File: src/hw/gma_pkg.sv
// package for the graphics memory allocator: buffer limits, defaults, vector byte costs
// assumes a 10 MHz core clock and 14-bit byte counts
package gma_pkg;
  localparam int GMA_SW = 14;
  localparam logic [13:0] GMA_TOTAL = 14'h3200;
  localparam logic [13:0] GMA_IO_MIN = 14'h0002;
  localparam logic [13:0] GMA_IO_MAX = 14'h31D0;
  localparam logic [13:0] GMA_IO_DEF = 14'h0400;
  localparam logic [13:0] GMA_PG_MIN = 14'h0004;
  localparam logic [13:0] GMA_PG_MAX = 14'h31D2;
  localparam logic [13:0] GMA_PG_DEF = 14'h06F2;
  localparam logic [13:0] GMA_CH_MIN_DEF = 14'h01C4;
  localparam logic [13:0] GMA_CH_MAX = 14'h31CE;
  localparam logic [13:0] GMA_CH_DEF = 14'h0000;
  localparam logic [13:0] GMA_RP_MAX = 14'h31CE;
  localparam logic [13:0] GMA_RP_DEF = 14'h26E2;
  localparam logic [13:0] GMA_VC_MIN = 14'h002C;
  localparam logic [13:0] GMA_VC_MAX = 14'h31FA;
  localparam logic [13:0] GMA_VC_DEF = 14'h002C;
  localparam logic [13:0] GMA_VEC_BYTES_OFF = 14'h0016;
  localparam logic [13:0] GMA_VEC_BYTES_ON = 14'h000A;
  localparam logic [7:0] GMA_CH_ESC = 8'h1B;
  localparam logic [7:0] GMA_CH_DOT = 8'h2E;
  localparam logic [7:0] GMA_CH_ALLOC = 8'h54;
  localparam logic [7:0] GMA_CH_SEMI = 8'h3B;
  localparam logic [7:0] GMA_CH_COLON = 8'h3A;
  localparam int GMA_NBUF = 5;
  localparam logic [2:0] GMA_IDX_IO = 3'h0;
  localparam logic [2:0] GMA_IDX_PG = 3'h1;
  localparam logic [2:0] GMA_IDX_CH = 3'h2;
  localparam logic [2:0] GMA_IDX_RP = 3'h3;
  localparam logic [2:0] GMA_IDX_VC = 3'h4;
  typedef enum logic [2:0] {
    GMA_IDLE = 3'b000,
    GMA_DOT = 3'b001,
    GMA_FUNC = 3'b010,
    GMA_PARAM = 3'b011,
    GMA_FLUSH = 3'b100,
    GMA_DRAIN = 3'b101,
    GMA_REDUCE = 3'b110,
    GMA_COMMIT = 3'b111
  } gma_state_t;
endpackage

File: src/hw/gma_clamp.sv
// per-buffer size conditioning: default, even rounding, ceiling, floor
// assumes the caller supplies parsed value and a present flag
`timescale 1ns/1ns
`default_nettype none
module gma_clamp #(
  parameter int W = 14
) (
  input wire logic [W-1:0] req_in, // parsed decimal value
  input wire logic present_in, // parameter was given
  input wire logic [W-1:0] def_in, // default size
  input wire logic [W-1:0] min_in, // minimum size
  input wire logic [W-1:0] max_in, // maximum size
  output logic [W-1:0] size_out // conditioned size
);
  logic [W-1:0] v;
  always_comb begin
    v = present_in ? req_in : def_in;
    v = {v[W-1:1], 1'b0};
    if (v > max_in) begin
      v = max_in;
    end
    if (v < min_in) begin
      v = min_in;
    end
    size_out = v;
  end
endmodule
`default_nettype wire

File: src/hw/gma_allocator.sv
// graphics memory allocator: parses the allocate memory command and partitions 12800 bytes
// assumes command bytes arrive synchronous to clk_in with a one-cycle valid strobe
// assumes the drain, glyph and curve flags are steady levels from the buffer manager
// the sizes and pulses it produces are meant for that buffer manager around it
`timescale 1ns/1ns
`default_nettype none
module gma_allocator
  import gma_pkg::*;
#(
  parameter int W = gma_pkg::GMA_SW
) (
  input wire logic clk_in, // 10 MHz clock
  input wire logic reset_n_in, // async reset, active low
  input wire logic [7:0] cmd_byte_in, // host byte
  input wire logic cmd_valid_in, // byte strobe
  input wire logic glyphs_defined_in, // downloaded glyphs exist
  input wire logic curve_on_in, // curve generator enabled
  input wire logic vector_empty_in, // vector buffer drained
  input wire logic config_grow_in, // set configuration pulse
  input wire logic [W-1:0] config_logical_in, // requested logical io size
  input wire logic [W-1:0] io_queued_in, // bytes waiting for parsing
  input wire logic [W-1:0] vector_count_in, // vectors held
  input wire logic [W-1:0] panel_pending_in, // panel actions queued
  output logic io_clear_out, // clear io buffer pulse
  output logic buffers_clear_out, // clear all buffers pulse
  output logic parser_reset_out, // parser reset pulse
  output logic busy_out, // allocation in progress
  output logic [W-1:0] io_size_out, // physical io size
  output logic [W-1:0] poly_size_out, // polygon size, used by polygon commands
  output logic [W-1:0] glyph_size_out, // glyph size
  output logic [W-1:0] replot_size_out, // replot size
  output logic [W-1:0] vector_size_out, // vector size
  output logic [W-1:0] logical_size_out, // logical io size
  output logic io_full_out, // queued io reached logical size
  output logic [W-1:0] vector_capacity_out, // vectors that fit
  output logic vector_full_out, // vector buffer full
  output logic group_release_out, // release vectors as one group
  output logic pen_stop_out, // stop at every endpoint
  output logic panel_hold_out // panel actions held
);
  typedef struct packed {
    gma_state_t st;
    logic [2:0] idx;
    logic [W-1:0] acc;
    logic [GMA_NBUF-1:0] pres;
    logic [GMA_NBUF-1:0][W-1:0] req;
    logic [GMA_NBUF-1:0][W-1:0] sz;
    logic [GMA_NBUF-1:0] done;
    logic [W-1:0] logical;
    logic [W-1:0] cap_on;
    logic [W-1:0] cap_off;
    logic io_clr;
    logic buf_clr;
    logic prs_rst;
  } gma_regs_t;

  gma_regs_t q_r, q_nxt;

  ////////////////////////////////////////////////////////////////////////////
  // per-buffer conditioning
  // each slot: default when omitted, then even, ceiling, floor
  logic [GMA_NBUF-1:0][W-1:0] cond;
  logic [GMA_NBUF-1:0][W-1:0] mins;

  // the glyph floor follows the live definitions flag, the only floor not fixed
  always_comb begin
    mins = {W'(GMA_VC_MIN), {W{1'b0}}, (glyphs_defined_in ? W'(GMA_CH_MIN_DEF) : {W{1'b0}}),
      W'(GMA_PG_MIN), W'(GMA_IO_MIN)};
  end

  genvar gi;
  generate
    for (gi = 0; gi < GMA_NBUF; gi++) begin : g_clamp
      logic [W-1:0] def_v;
      logic [W-1:0] max_v;

      // default and ceiling of this slot, fixed at elaboration
      if (gi == GMA_IDX_IO) begin : g_io
        assign def_v = W'(GMA_IO_DEF);
        assign max_v = W'(GMA_IO_MAX);
      end else if (gi == GMA_IDX_PG) begin : g_pg
        assign def_v = W'(GMA_PG_DEF);
        assign max_v = W'(GMA_PG_MAX);
      end else if (gi == GMA_IDX_CH) begin : g_ch
        assign def_v = W'(GMA_CH_DEF);
        assign max_v = W'(GMA_CH_MAX);
      end else if (gi == GMA_IDX_RP) begin : g_rp
        assign def_v = W'(GMA_RP_DEF);
        assign max_v = W'(GMA_RP_MAX);
      end else begin : g_vc
        assign def_v = W'(GMA_VC_DEF);
        assign max_v = W'(GMA_VC_MAX);
      end

      gma_clamp #(.W(W)) u_clamp (
        .req_in(q_r.req[gi]),
        .present_in(q_r.pres[gi]),
        .def_in(def_v),
        .min_in(mins[gi]),
        .max_in(max_v),
        .size_out(cond[gi])
      );
    end
  endgenerate

  ////////////////////////////////////////////////////////////////////////////
  // largest not yet reduced buffer and running total
  logic [W+2:0] total;
  logic [2:0] big;
  logic [W-1:0] big_sz, excess, cut, slack;
  logic big_ok;
  always_comb begin
    total = '0;
    big = 3'h0;
    big_sz = '0;
    big_ok = 1'b0;

    for (int i = 0; i < GMA_NBUF; i++) begin
      total = total + {3'h0, q_r.sz[i]};
      // ties pick the earlier parameter
      if (!q_r.done[i] && (!big_ok || q_r.sz[i] > big_sz)) begin
        big = 3'(i);
        big_sz = q_r.sz[i];
        big_ok = 1'b1;
      end
    end

    excess = (total > {3'h0, GMA_TOTAL}) ? W'(total - {3'h0, GMA_TOTAL}) : '0;
    // slack is clipped at zero so replot cannot wrap when floors leave an excess behind
    slack = (total < {3'h0, GMA_TOTAL}) ? W'({3'h0, GMA_TOTAL} - total) : '0;
    // reduction never goes below that buffer's minimum, keeping it even
    cut = (big_sz - excess < mins[big] || excess > big_sz) ? mins[big] : big_sz - excess;
    cut = {cut[W-1:1], 1'b0};
  end

  ////////////////////////////////////////////////////////////////////////////
  // decimal digit accumulation, saturating well above every maximum
  logic [W+4:0] acc_x10;
  logic [W-1:0] acc_sat;
  logic is_digit;
  logic is_delim;
  logic slot_ok;

  always_comb begin
    is_digit = (cmd_byte_in >= 8'h30) && (cmd_byte_in <= 8'h39);
    is_delim = (cmd_byte_in == GMA_CH_SEMI) || (cmd_byte_in == GMA_CH_COLON);
    // parameters past the fifth are parsed but have no slot to land in
    slot_ok = q_r.idx < 3'(GMA_NBUF);
    acc_x10 = {5'h00, q_r.acc} * 19'h0000A + {15'h0000, cmd_byte_in[3:0]};
    // saturation keeps a long digit string from wrapping into a small, legal size
    acc_sat = (acc_x10 > {5'h00, {W{1'b1}}}) ? {W{1'b1}} : W'(acc_x10);
  end

  ////////////////////////////////////////////////////////////////////////////
  // logical io size requested by a set configuration pulse
  logic [W-1:0] grow_val;
  always_comb begin
    grow_val = config_logical_in;
    if (grow_val > q_r.sz[GMA_IDX_IO]) begin
      grow_val = q_r.sz[GMA_IDX_IO];
    end
  end

  ////////////////////////////////////////////////////////////////////////////
  // command parser and allocation sequence
  always_comb begin
    q_nxt = q_r;
    q_nxt.io_clr = 1'b0;
    q_nxt.buf_clr = 1'b0;
    q_nxt.prs_rst = 1'b0;
    if (config_grow_in && q_r.st == GMA_IDLE) begin
      q_nxt.logical = grow_val;
    end
    unique case (q_r.st)
      GMA_IDLE: begin
        if (cmd_valid_in && cmd_byte_in == GMA_CH_ESC) begin
          q_nxt.st = GMA_DOT;
        end
      end

      GMA_DOT: begin
        if (cmd_valid_in) begin
          q_nxt.st = (cmd_byte_in == GMA_CH_DOT) ? GMA_FUNC : GMA_IDLE;
        end
      end

      GMA_FUNC: begin
        if (cmd_valid_in) begin
          if (cmd_byte_in == GMA_CH_ALLOC) begin
            q_nxt.st = GMA_PARAM;
            q_nxt.idx = 3'h0;
            q_nxt.acc = '0;
            q_nxt.pres = '0;
          end else begin
            q_nxt.st = GMA_IDLE;
          end
        end
      end

      // digits build the value, a delimiter stores it in the next slot
      GMA_PARAM: begin
        if (cmd_valid_in) begin
          if (is_digit) begin
            q_nxt.acc = acc_sat;
            if (slot_ok) begin
              q_nxt.pres[q_r.idx] = 1'b1;
            end
          end else if (is_delim) begin
            if (slot_ok) begin
              q_nxt.req[q_r.idx] = q_r.acc;
              q_nxt.idx = q_r.idx + 3'h1;
            end
            q_nxt.acc = '0;
            if (cmd_byte_in == GMA_CH_COLON) begin
              q_nxt.st = GMA_FLUSH;
            end
          end
        end
      end

      // clear the io buffer before anything else
      GMA_FLUSH: begin
        q_nxt.io_clr = 1'b1;
        q_nxt.st = GMA_DRAIN;
      end

      // hold here until the vector buffer has emptied
      GMA_DRAIN: begin
        if (vector_empty_in) begin
          q_nxt.sz = cond;
          q_nxt.done = '0;
          q_nxt.st = GMA_REDUCE;
        end
      end

      // one buffer cut per cycle until the total fits
      GMA_REDUCE: begin
        if (excess != '0 && big_ok) begin
          q_nxt.sz[big] = cut;
          q_nxt.done[big] = 1'b1;
        end else begin
          // leftover after the fit goes to replot
          q_nxt.sz[GMA_IDX_RP] = W'(q_r.sz[GMA_IDX_RP] + slack);
          q_nxt.st = GMA_COMMIT;
        end
      end

      // buffer clear, parser reset and logical clamp land together, one cycle after the sizes
      GMA_COMMIT: begin
        q_nxt.buf_clr = 1'b1;
        q_nxt.prs_rst = 1'b1;
        if (q_r.logical > q_r.sz[GMA_IDX_IO]) begin
          q_nxt.logical = q_r.sz[GMA_IDX_IO];
        end
        q_nxt.st = GMA_IDLE;
      end
    endcase
    // capacities track the size that stands next cycle, so no divider sits on the output path
    q_nxt.cap_on = q_nxt.sz[GMA_IDX_VC] / W'(GMA_VEC_BYTES_ON);
    q_nxt.cap_off = q_nxt.sz[GMA_IDX_VC] / W'(GMA_VEC_BYTES_OFF);
  end

  ////////////////////////////////////////////////////////////////////////////
  // state register; reset leaves the power-on allocation in place
  always_ff @(posedge clk_in or negedge reset_n_in) begin
    if (!reset_n_in) begin
      q_r.st <= GMA_IDLE;
      q_r.idx <= 3'h0;
      q_r.acc <= '0;
      q_r.pres <= '0;
      q_r.req <= '0;
      q_r.sz <= {GMA_VC_DEF, GMA_RP_DEF, GMA_CH_DEF, GMA_PG_DEF, GMA_IO_DEF};
      q_r.done <= '0;
      q_r.logical <= GMA_IO_DEF;
      q_r.cap_on <= W'(GMA_VC_DEF / GMA_VEC_BYTES_ON);
      q_r.cap_off <= W'(GMA_VC_DEF / GMA_VEC_BYTES_OFF);
      q_r.io_clr <= 1'b0;
      q_r.buf_clr <= 1'b0;
      q_r.prs_rst <= 1'b0;
    end else begin
      q_r <= q_nxt;
    end
  end

  ////////////////////////////////////////////////////////////////////////////
  // outputs
  always_comb begin
    vector_capacity_out = curve_on_in ? q_r.cap_on : q_r.cap_off;
    vector_full_out = vector_count_in >= vector_capacity_out;
    group_release_out = curve_on_in && vector_full_out;
    pen_stop_out = !curve_on_in;
    panel_hold_out = (panel_pending_in != '0) && (vector_count_in != '0);
    io_full_out = io_queued_in >= q_r.logical;
  end

  // pulses and sizes come straight from the state flops
  assign io_clear_out = q_r.io_clr;
  assign buffers_clear_out = q_r.buf_clr;
  assign parser_reset_out = q_r.prs_rst;

  // bytes are refused while this is high
  always_comb begin
    unique case (q_r.st)
      GMA_FLUSH, GMA_DRAIN, GMA_REDUCE, GMA_COMMIT: begin
        busy_out = 1'b1;
      end
      GMA_IDLE, GMA_DOT, GMA_FUNC, GMA_PARAM: begin
        busy_out = 1'b0;
      end
    endcase
  end

  assign io_size_out = q_r.sz[GMA_IDX_IO];
  assign poly_size_out = q_r.sz[GMA_IDX_PG];
  assign glyph_size_out = q_r.sz[GMA_IDX_CH];
  assign replot_size_out = q_r.sz[GMA_IDX_RP];
  assign vector_size_out = q_r.sz[GMA_IDX_VC];
  assign logical_size_out = q_r.logical;
endmodule
`default_nettype wire

File: config.mk
export PLATFORM = sky130hd
export DESIGN_NAME = gma_allocator
export DESIGN_NICKNAME = d
export VERILOG_FILES = /design/src/hw/gma_pkg.sv /design/src/hw/gma_clamp.sv /design/src/hw/gma_allocator.sv
export SDC_FILE = /design/constraint.sdc
export NUM_CORES = 1
export LEC_CHECK = 0
export BUFFER_PORTS_ARGS = -buffer_cell sky130_fd_sc_hd__buf_2
export CAP_MARGIN = 20
export CORE_MARGIN = 3
export CORE_UTILIZATION = 60
export DETAILED_ROUTE_END_ITERATION = 10
export PLACE_DENSITY = 0.89
export SLEW_MARGIN = 10
export SYNTH_ARGS = -nofsm -noshare
export SYNTH_HDL_FRONTEND = slang
export SYNTH_SLANG_ARGS = --single-unit
File: constraint.sdc
create_clock -name clk_in -period 20.9 [get_ports clk_in]
set_input_delay 5.225 -clock clk_in [delete_from_list [all_inputs] [get_ports clk_in]]
set_output_delay 5.225 -clock clk_in [all_outputs]
set_load 0.005 [all_outputs]
# After elaboration in Yosys (flattened, before gate mapping)
# Memory sizes are Yosys's and may differ from the RTL's.
# Cells that the tools add are included.
[totals] ff_bits=215 rom_bits=8 inputBits=71 output_inout_bits=107 elab_cells=212 mem_count=1
[classes] addsub=10 n_mul=1 n_div=2 n_lt_le_gt_ge=30 eq_ne=26 n_mux=79 bitwise=3 n_reduce_logical=39
[memory_table] name="(name not given)" depth=8 word_bits=1 read_ports=1 rd_ports_with_merged_regs=0 wr=0 line="gma_allocator.sv:303" rtl="unique case (q_r.st)"
[ops] op="two-way mux 14 bit" count=35
[ops] op="two-way mux 70 bit" count=3
[ops] op="case mux 75 bit (2 select lines)" count=1
[ops] op="bitwise mux 70 bit" count=2
[ops] op="> comparator 14 bit" count=7
[ops] op="two-way mux 95 bit" count=1
[ops] op="demux 14 bit (select 3 bit)" count=2
[ops] op="two-way mux 75 bit" count=1
[ops] op="> comparator 14 bit, second input constant" count=5
[ops] op="two-way mux 47 bit" count=1
[ops] op="case mux 22 bit (2 select lines)" count=1
[ops] op="binary-select mux 14 bit (select 3 bit)" count=1
[ops] op="nonzero test 14 bit" count=3
[ops] op="greater-or-equal comparator 14 bit" count=2
[ops] op="two-way mux 3 bit" count=9
[ops] op="two-way mux 25 bit" count=1
[ops] op="equality test 8 x 6 -> 1 bit, second input constant" count=3
[ops] op="inequality test 2 bit, second input constant" count=12
[ops] op="case mux 3 bit (8 select lines)" count=1
[ops] op="two-way mux 22 bit" count=1
[ops] op="two-way mux 20 bit" count=1
[ops] op="adder 18 x 4 -> 19 bit" count=1
[ops] op="> comparator 19 x 14 -> 1 bit, second input constant" count=1
[ops] op="adder 16 x 14 -> 17 bit" count=1
[ops] op="other kinds (50)" count=94

# Longest topological paths before layout
[logic_depth] word_depth=26 mapped_depth=78 mapped_depth_nobuf=68

# Hierarchy
# Synthesis repeated with hierarchy kept, for this count alone.
[hier_totals] hier_cells=3090 hier_area_um2=26595.5
[by_module_without_submodules] mod="gma_allocator" n_inst=1 cells_per_inst=2395 area_per_inst_um2=20523.4 seq_area_each_um2=5206.2
[by_module_without_submodules] mod="gma_clamp at g_clamp[0].u_clamp ..." n_inst=4 cells_per_inst=139 area_per_inst_um2=1209.9 seq_area_each_um2=0.0
[by_module_without_submodules] mod="gma_clamp at g_clamp[2].u_clamp" n_inst=1 cells_per_inst=139 area_per_inst_um2=1232.4 seq_area_each_um2=0.0

# Least setup slack after synthesis
# OpenSTA, ideal clock, no wires.
[synth_timing] path_kind="reg-to-reg" startpoint="register q_r[45] (netlist name)" endpoint="register q_r[3] (netlist name)" t_arrival_ps=15237 required_ps=20775 slack_ps=5537 stages_incl_launch_ff=72 path_buffers=10 synth_period_minus_slack_ps=15363 cell_sequence="dfrtp_1 clkbuf_1 clkbuf_1 nand2b_1 ha_1 and4_1 a41oi_1 a21boi_1 clkbuf_1 nand2_1 o21ai_0 inv_1 ha_1 nand4_1 nor3_1 a21boi_0 o31a_1 buf_1 [36 not listed] o21a_1 nor2_4 inv_2 a221o_1 a31oi_2 o21ai_1 a21oi_4 xor2_4 nor4_1 or4b_1 nor4_1 nor4b_1 o32a_1 or4_1 buf_4 mux2_1 o2111ai_1 a21boi_1"
[synth_lines] element="start, declared" line="gma_allocator.sv:57" rtl="gma_regs_t q_r, q_nxt;"
[synth_lines] element="start signal, assigned" line="gma_allocator.sv:281" rtl="q_r <= q_nxt;"

==> flow_summary.ini <==
[run_status]
status = completed

[placement]
place_ws_ps = 3730
gp_congestion = 1.06
dp.cells = 2950
port_buffers = 174
dp_hpwl_mm = 53.1

[power]
power_mw = 2.45
p_leak_nw = 10.3
peakVddDrop_v = 0.0000758
power_density_nw_per_um2 = 110

[synth]
synth_ff_type = dfrtp_1
synth_cells = 2492
synth-edff-count = 0
syn_area_per_cell_um2 = 8.38
ys_seq_area_frac = 0.243
async_flop_share = 1.00
synth-seq-cells = 202
yosysWarningCount = 0
yosysUniqueCellTypes = 117
syn_area_um2 = 20900

[clocking]
ctsHoldBuffers = 0
clockBufferDepth = 3
post_cts.repair.setup_buffers = 0
clock-sinks = 202
cts_buffers = 23
clock_tree.root_cell = clkbuf_16
cts_resized = 0
cts.htree.levels = 1
cts_tree = built
path_clk_slew_ps = 60
clk_latency_ps = 540

[die]
io_pins = 178
core_um2 = 34000
initial_core_util = 0.615
die_x_um = 193
die_height_um = 193
dieArea_um2 = 37100
rows = 67

[sta]
setup-tns-final_ps = 0
tightestPinTransition_ps = 1110
maxSlewHeadroom = 0.257
period_needed_ps = 17270
rsz0062_at_grt = no
fin_crit_sh = 0.827
final_max_slew_viol_count = 0
setup_ws_ps = 3630
max_freq_ghz = 0.0579
setup_violations = 0
clock_skew_ps = 23.5
hold_viol_final = 0

[setup_path]
startpoint_type = flop
worstPathRequired_ps = 21310
crit_top_cell = a21oi_1
setup.worst_path.class = flop to flop
cp_data_arrival_time_ps = 17690
cp_slowest_cell = or4_1
crit_fanout = 37
max_stage_delay_ps = 710
crit_path_end_kind = flop

[grt]
grt_use_met2 = 0.567
gr-max-usage-layer = met2
grt_pass1_vias = 19100
antenna_found_initial = 0
use_met3 = 0.0619
grt_pass1_wl_mm = 107
grt_use_met1 = 0.503
grt_max_degree = 78
overflow = 0
grt_use_total = 0.363

[finish]
seq_area_um2 = 5080
area_growth_pct = 6.87
n_antenna_cell = 0
multi_input_area_um2 = 14200
fill_cells = 2790
nets = 2840
layout-drive-gt1-share = 0.166
layout_commonest_cell = nand2_1
final_cell_count_no_fill = 2996
final_cell_mix = nand2_1, nor2_1, a21oi_1

[detailed_routing]
vias = 20200
first_pass_iters = 6
detail-route-antenna-nets = 0
vias_per_cell = 6.75
drc = 0
drtIter0Drc = 2774
avgRoutedWirePerCell_um = 22.9
drt_wl_total_mm = 68.6

[flow_run]
drv_cap = 0

[hold_path]
min_path_type = flop to flop
[stage by stage]
| step | instance area [um2] | utilization | hold WS [ps] |
|---|---|---|---|
| final | 22300 | 0.657 | 513 |
| after global routing | 22300 | 0.657 | 536 |
| after CTS | 22300 | 0.656 | 513 |
| after detailed placement | 21400 | 0.631 | 497 |
| after global placement | 21400 | 0.631 | 488 |
| after floorplan | 20900 | - | 472 |
[final cells by class]
type / instances / share of cell area
well taps: 448 / 0.0251
multi-input cells: 1962 / 0.637
inverters: 140 / 0.0235
repair buffers: 202 / 0.0496
clock buffers: 27 / 0.0274
clock inverters: 15 / 0.0102
flip-flops and latches: 202 / 0.228
[logic make-up after synthesis]
family,share of synthesized area
flip-flops,0.243
other,0.000180
XOR/XNOR,0.0358
adder cells (fa/ha/maj),0.159
AO/OA/AOI/OAI,0.246
buffers and inverters,0.0776
AND/OR/NAND/NOR,0.178
multiplexers,0.0602
[report_power, final]
group	total [mW]	switching, mW	internal (mW)	leakage (nW)
registers	0.471	0.0434	0.428	2.65
logic	1.53	1.00	0.529	7.26
clock network	0.446	0.173	0.273	0.409
total	2.45	1.22	1.23	10.3
[synth_stat cells (45+ instances only)]
library cell  instances  area share
mux2_2               76       0.041
fa_1                 45       0.043
dfrtp_1             181        0.22
inv_1               127       0.023
clkbuf_1             75       0.013
ha_1                193        0.12
buf_4                92       0.033
nand2_1             231       0.042
o21ai_0             153       0.037
nand3_1              46       0.011
nand2b_1             46       0.014
a21oi_1             205       0.049
xnor2_1              53       0.022
nor2_1              210       0.038
[critical path, delay by kind of cell (launching register included)]
family	cells	cell delay, ps
AO/OA/AOI/OAI	37	9230
XOR/XNOR	2	370
adder cells (fa/ha/maj)	6	1900
buffers and inverters	7	1720
flip-flops	1	570
multiplexers	2	560
AND/OR/NAND/NOR	12	2720
[worst paths after layout]
kind	from	end	slack, ps	cells past startpoint
max	q_r[45]	q_r[3]	3630	66
min	q_r[163]	q_r[163]	510	1
max reg2reg	q_r[45]	q_r[3]	3630	66
min reg2reg	q_r[163]	q_r[163]	510	1
max in group asynchronous	reset_n_in	q_r[196]	14840	2
min in group asynchronous	reset_n_in	q_r[18]	4690	1
[layer usage]
layer,up-vias,share of wire,routed length (um)
met5,-,0,0
li1,9098,-,-
met4,0,0.049,3340
met3,217,0.10,7180
met2,1227,0.44,30300
met1,9684,0.40,27800
[flip-flops by register name, indices dropped and copies added, names as in the netlist]
register	cells
buffers_clear_out	1
glyph_size_out	14
io_clear_out	1
io_size_out	14
logical_size_out	14
poly_size_out	14
q_r	116
replot_size_out	14
vector_size_out	14
Note: power is estimated with default switching activity, not from simulation.
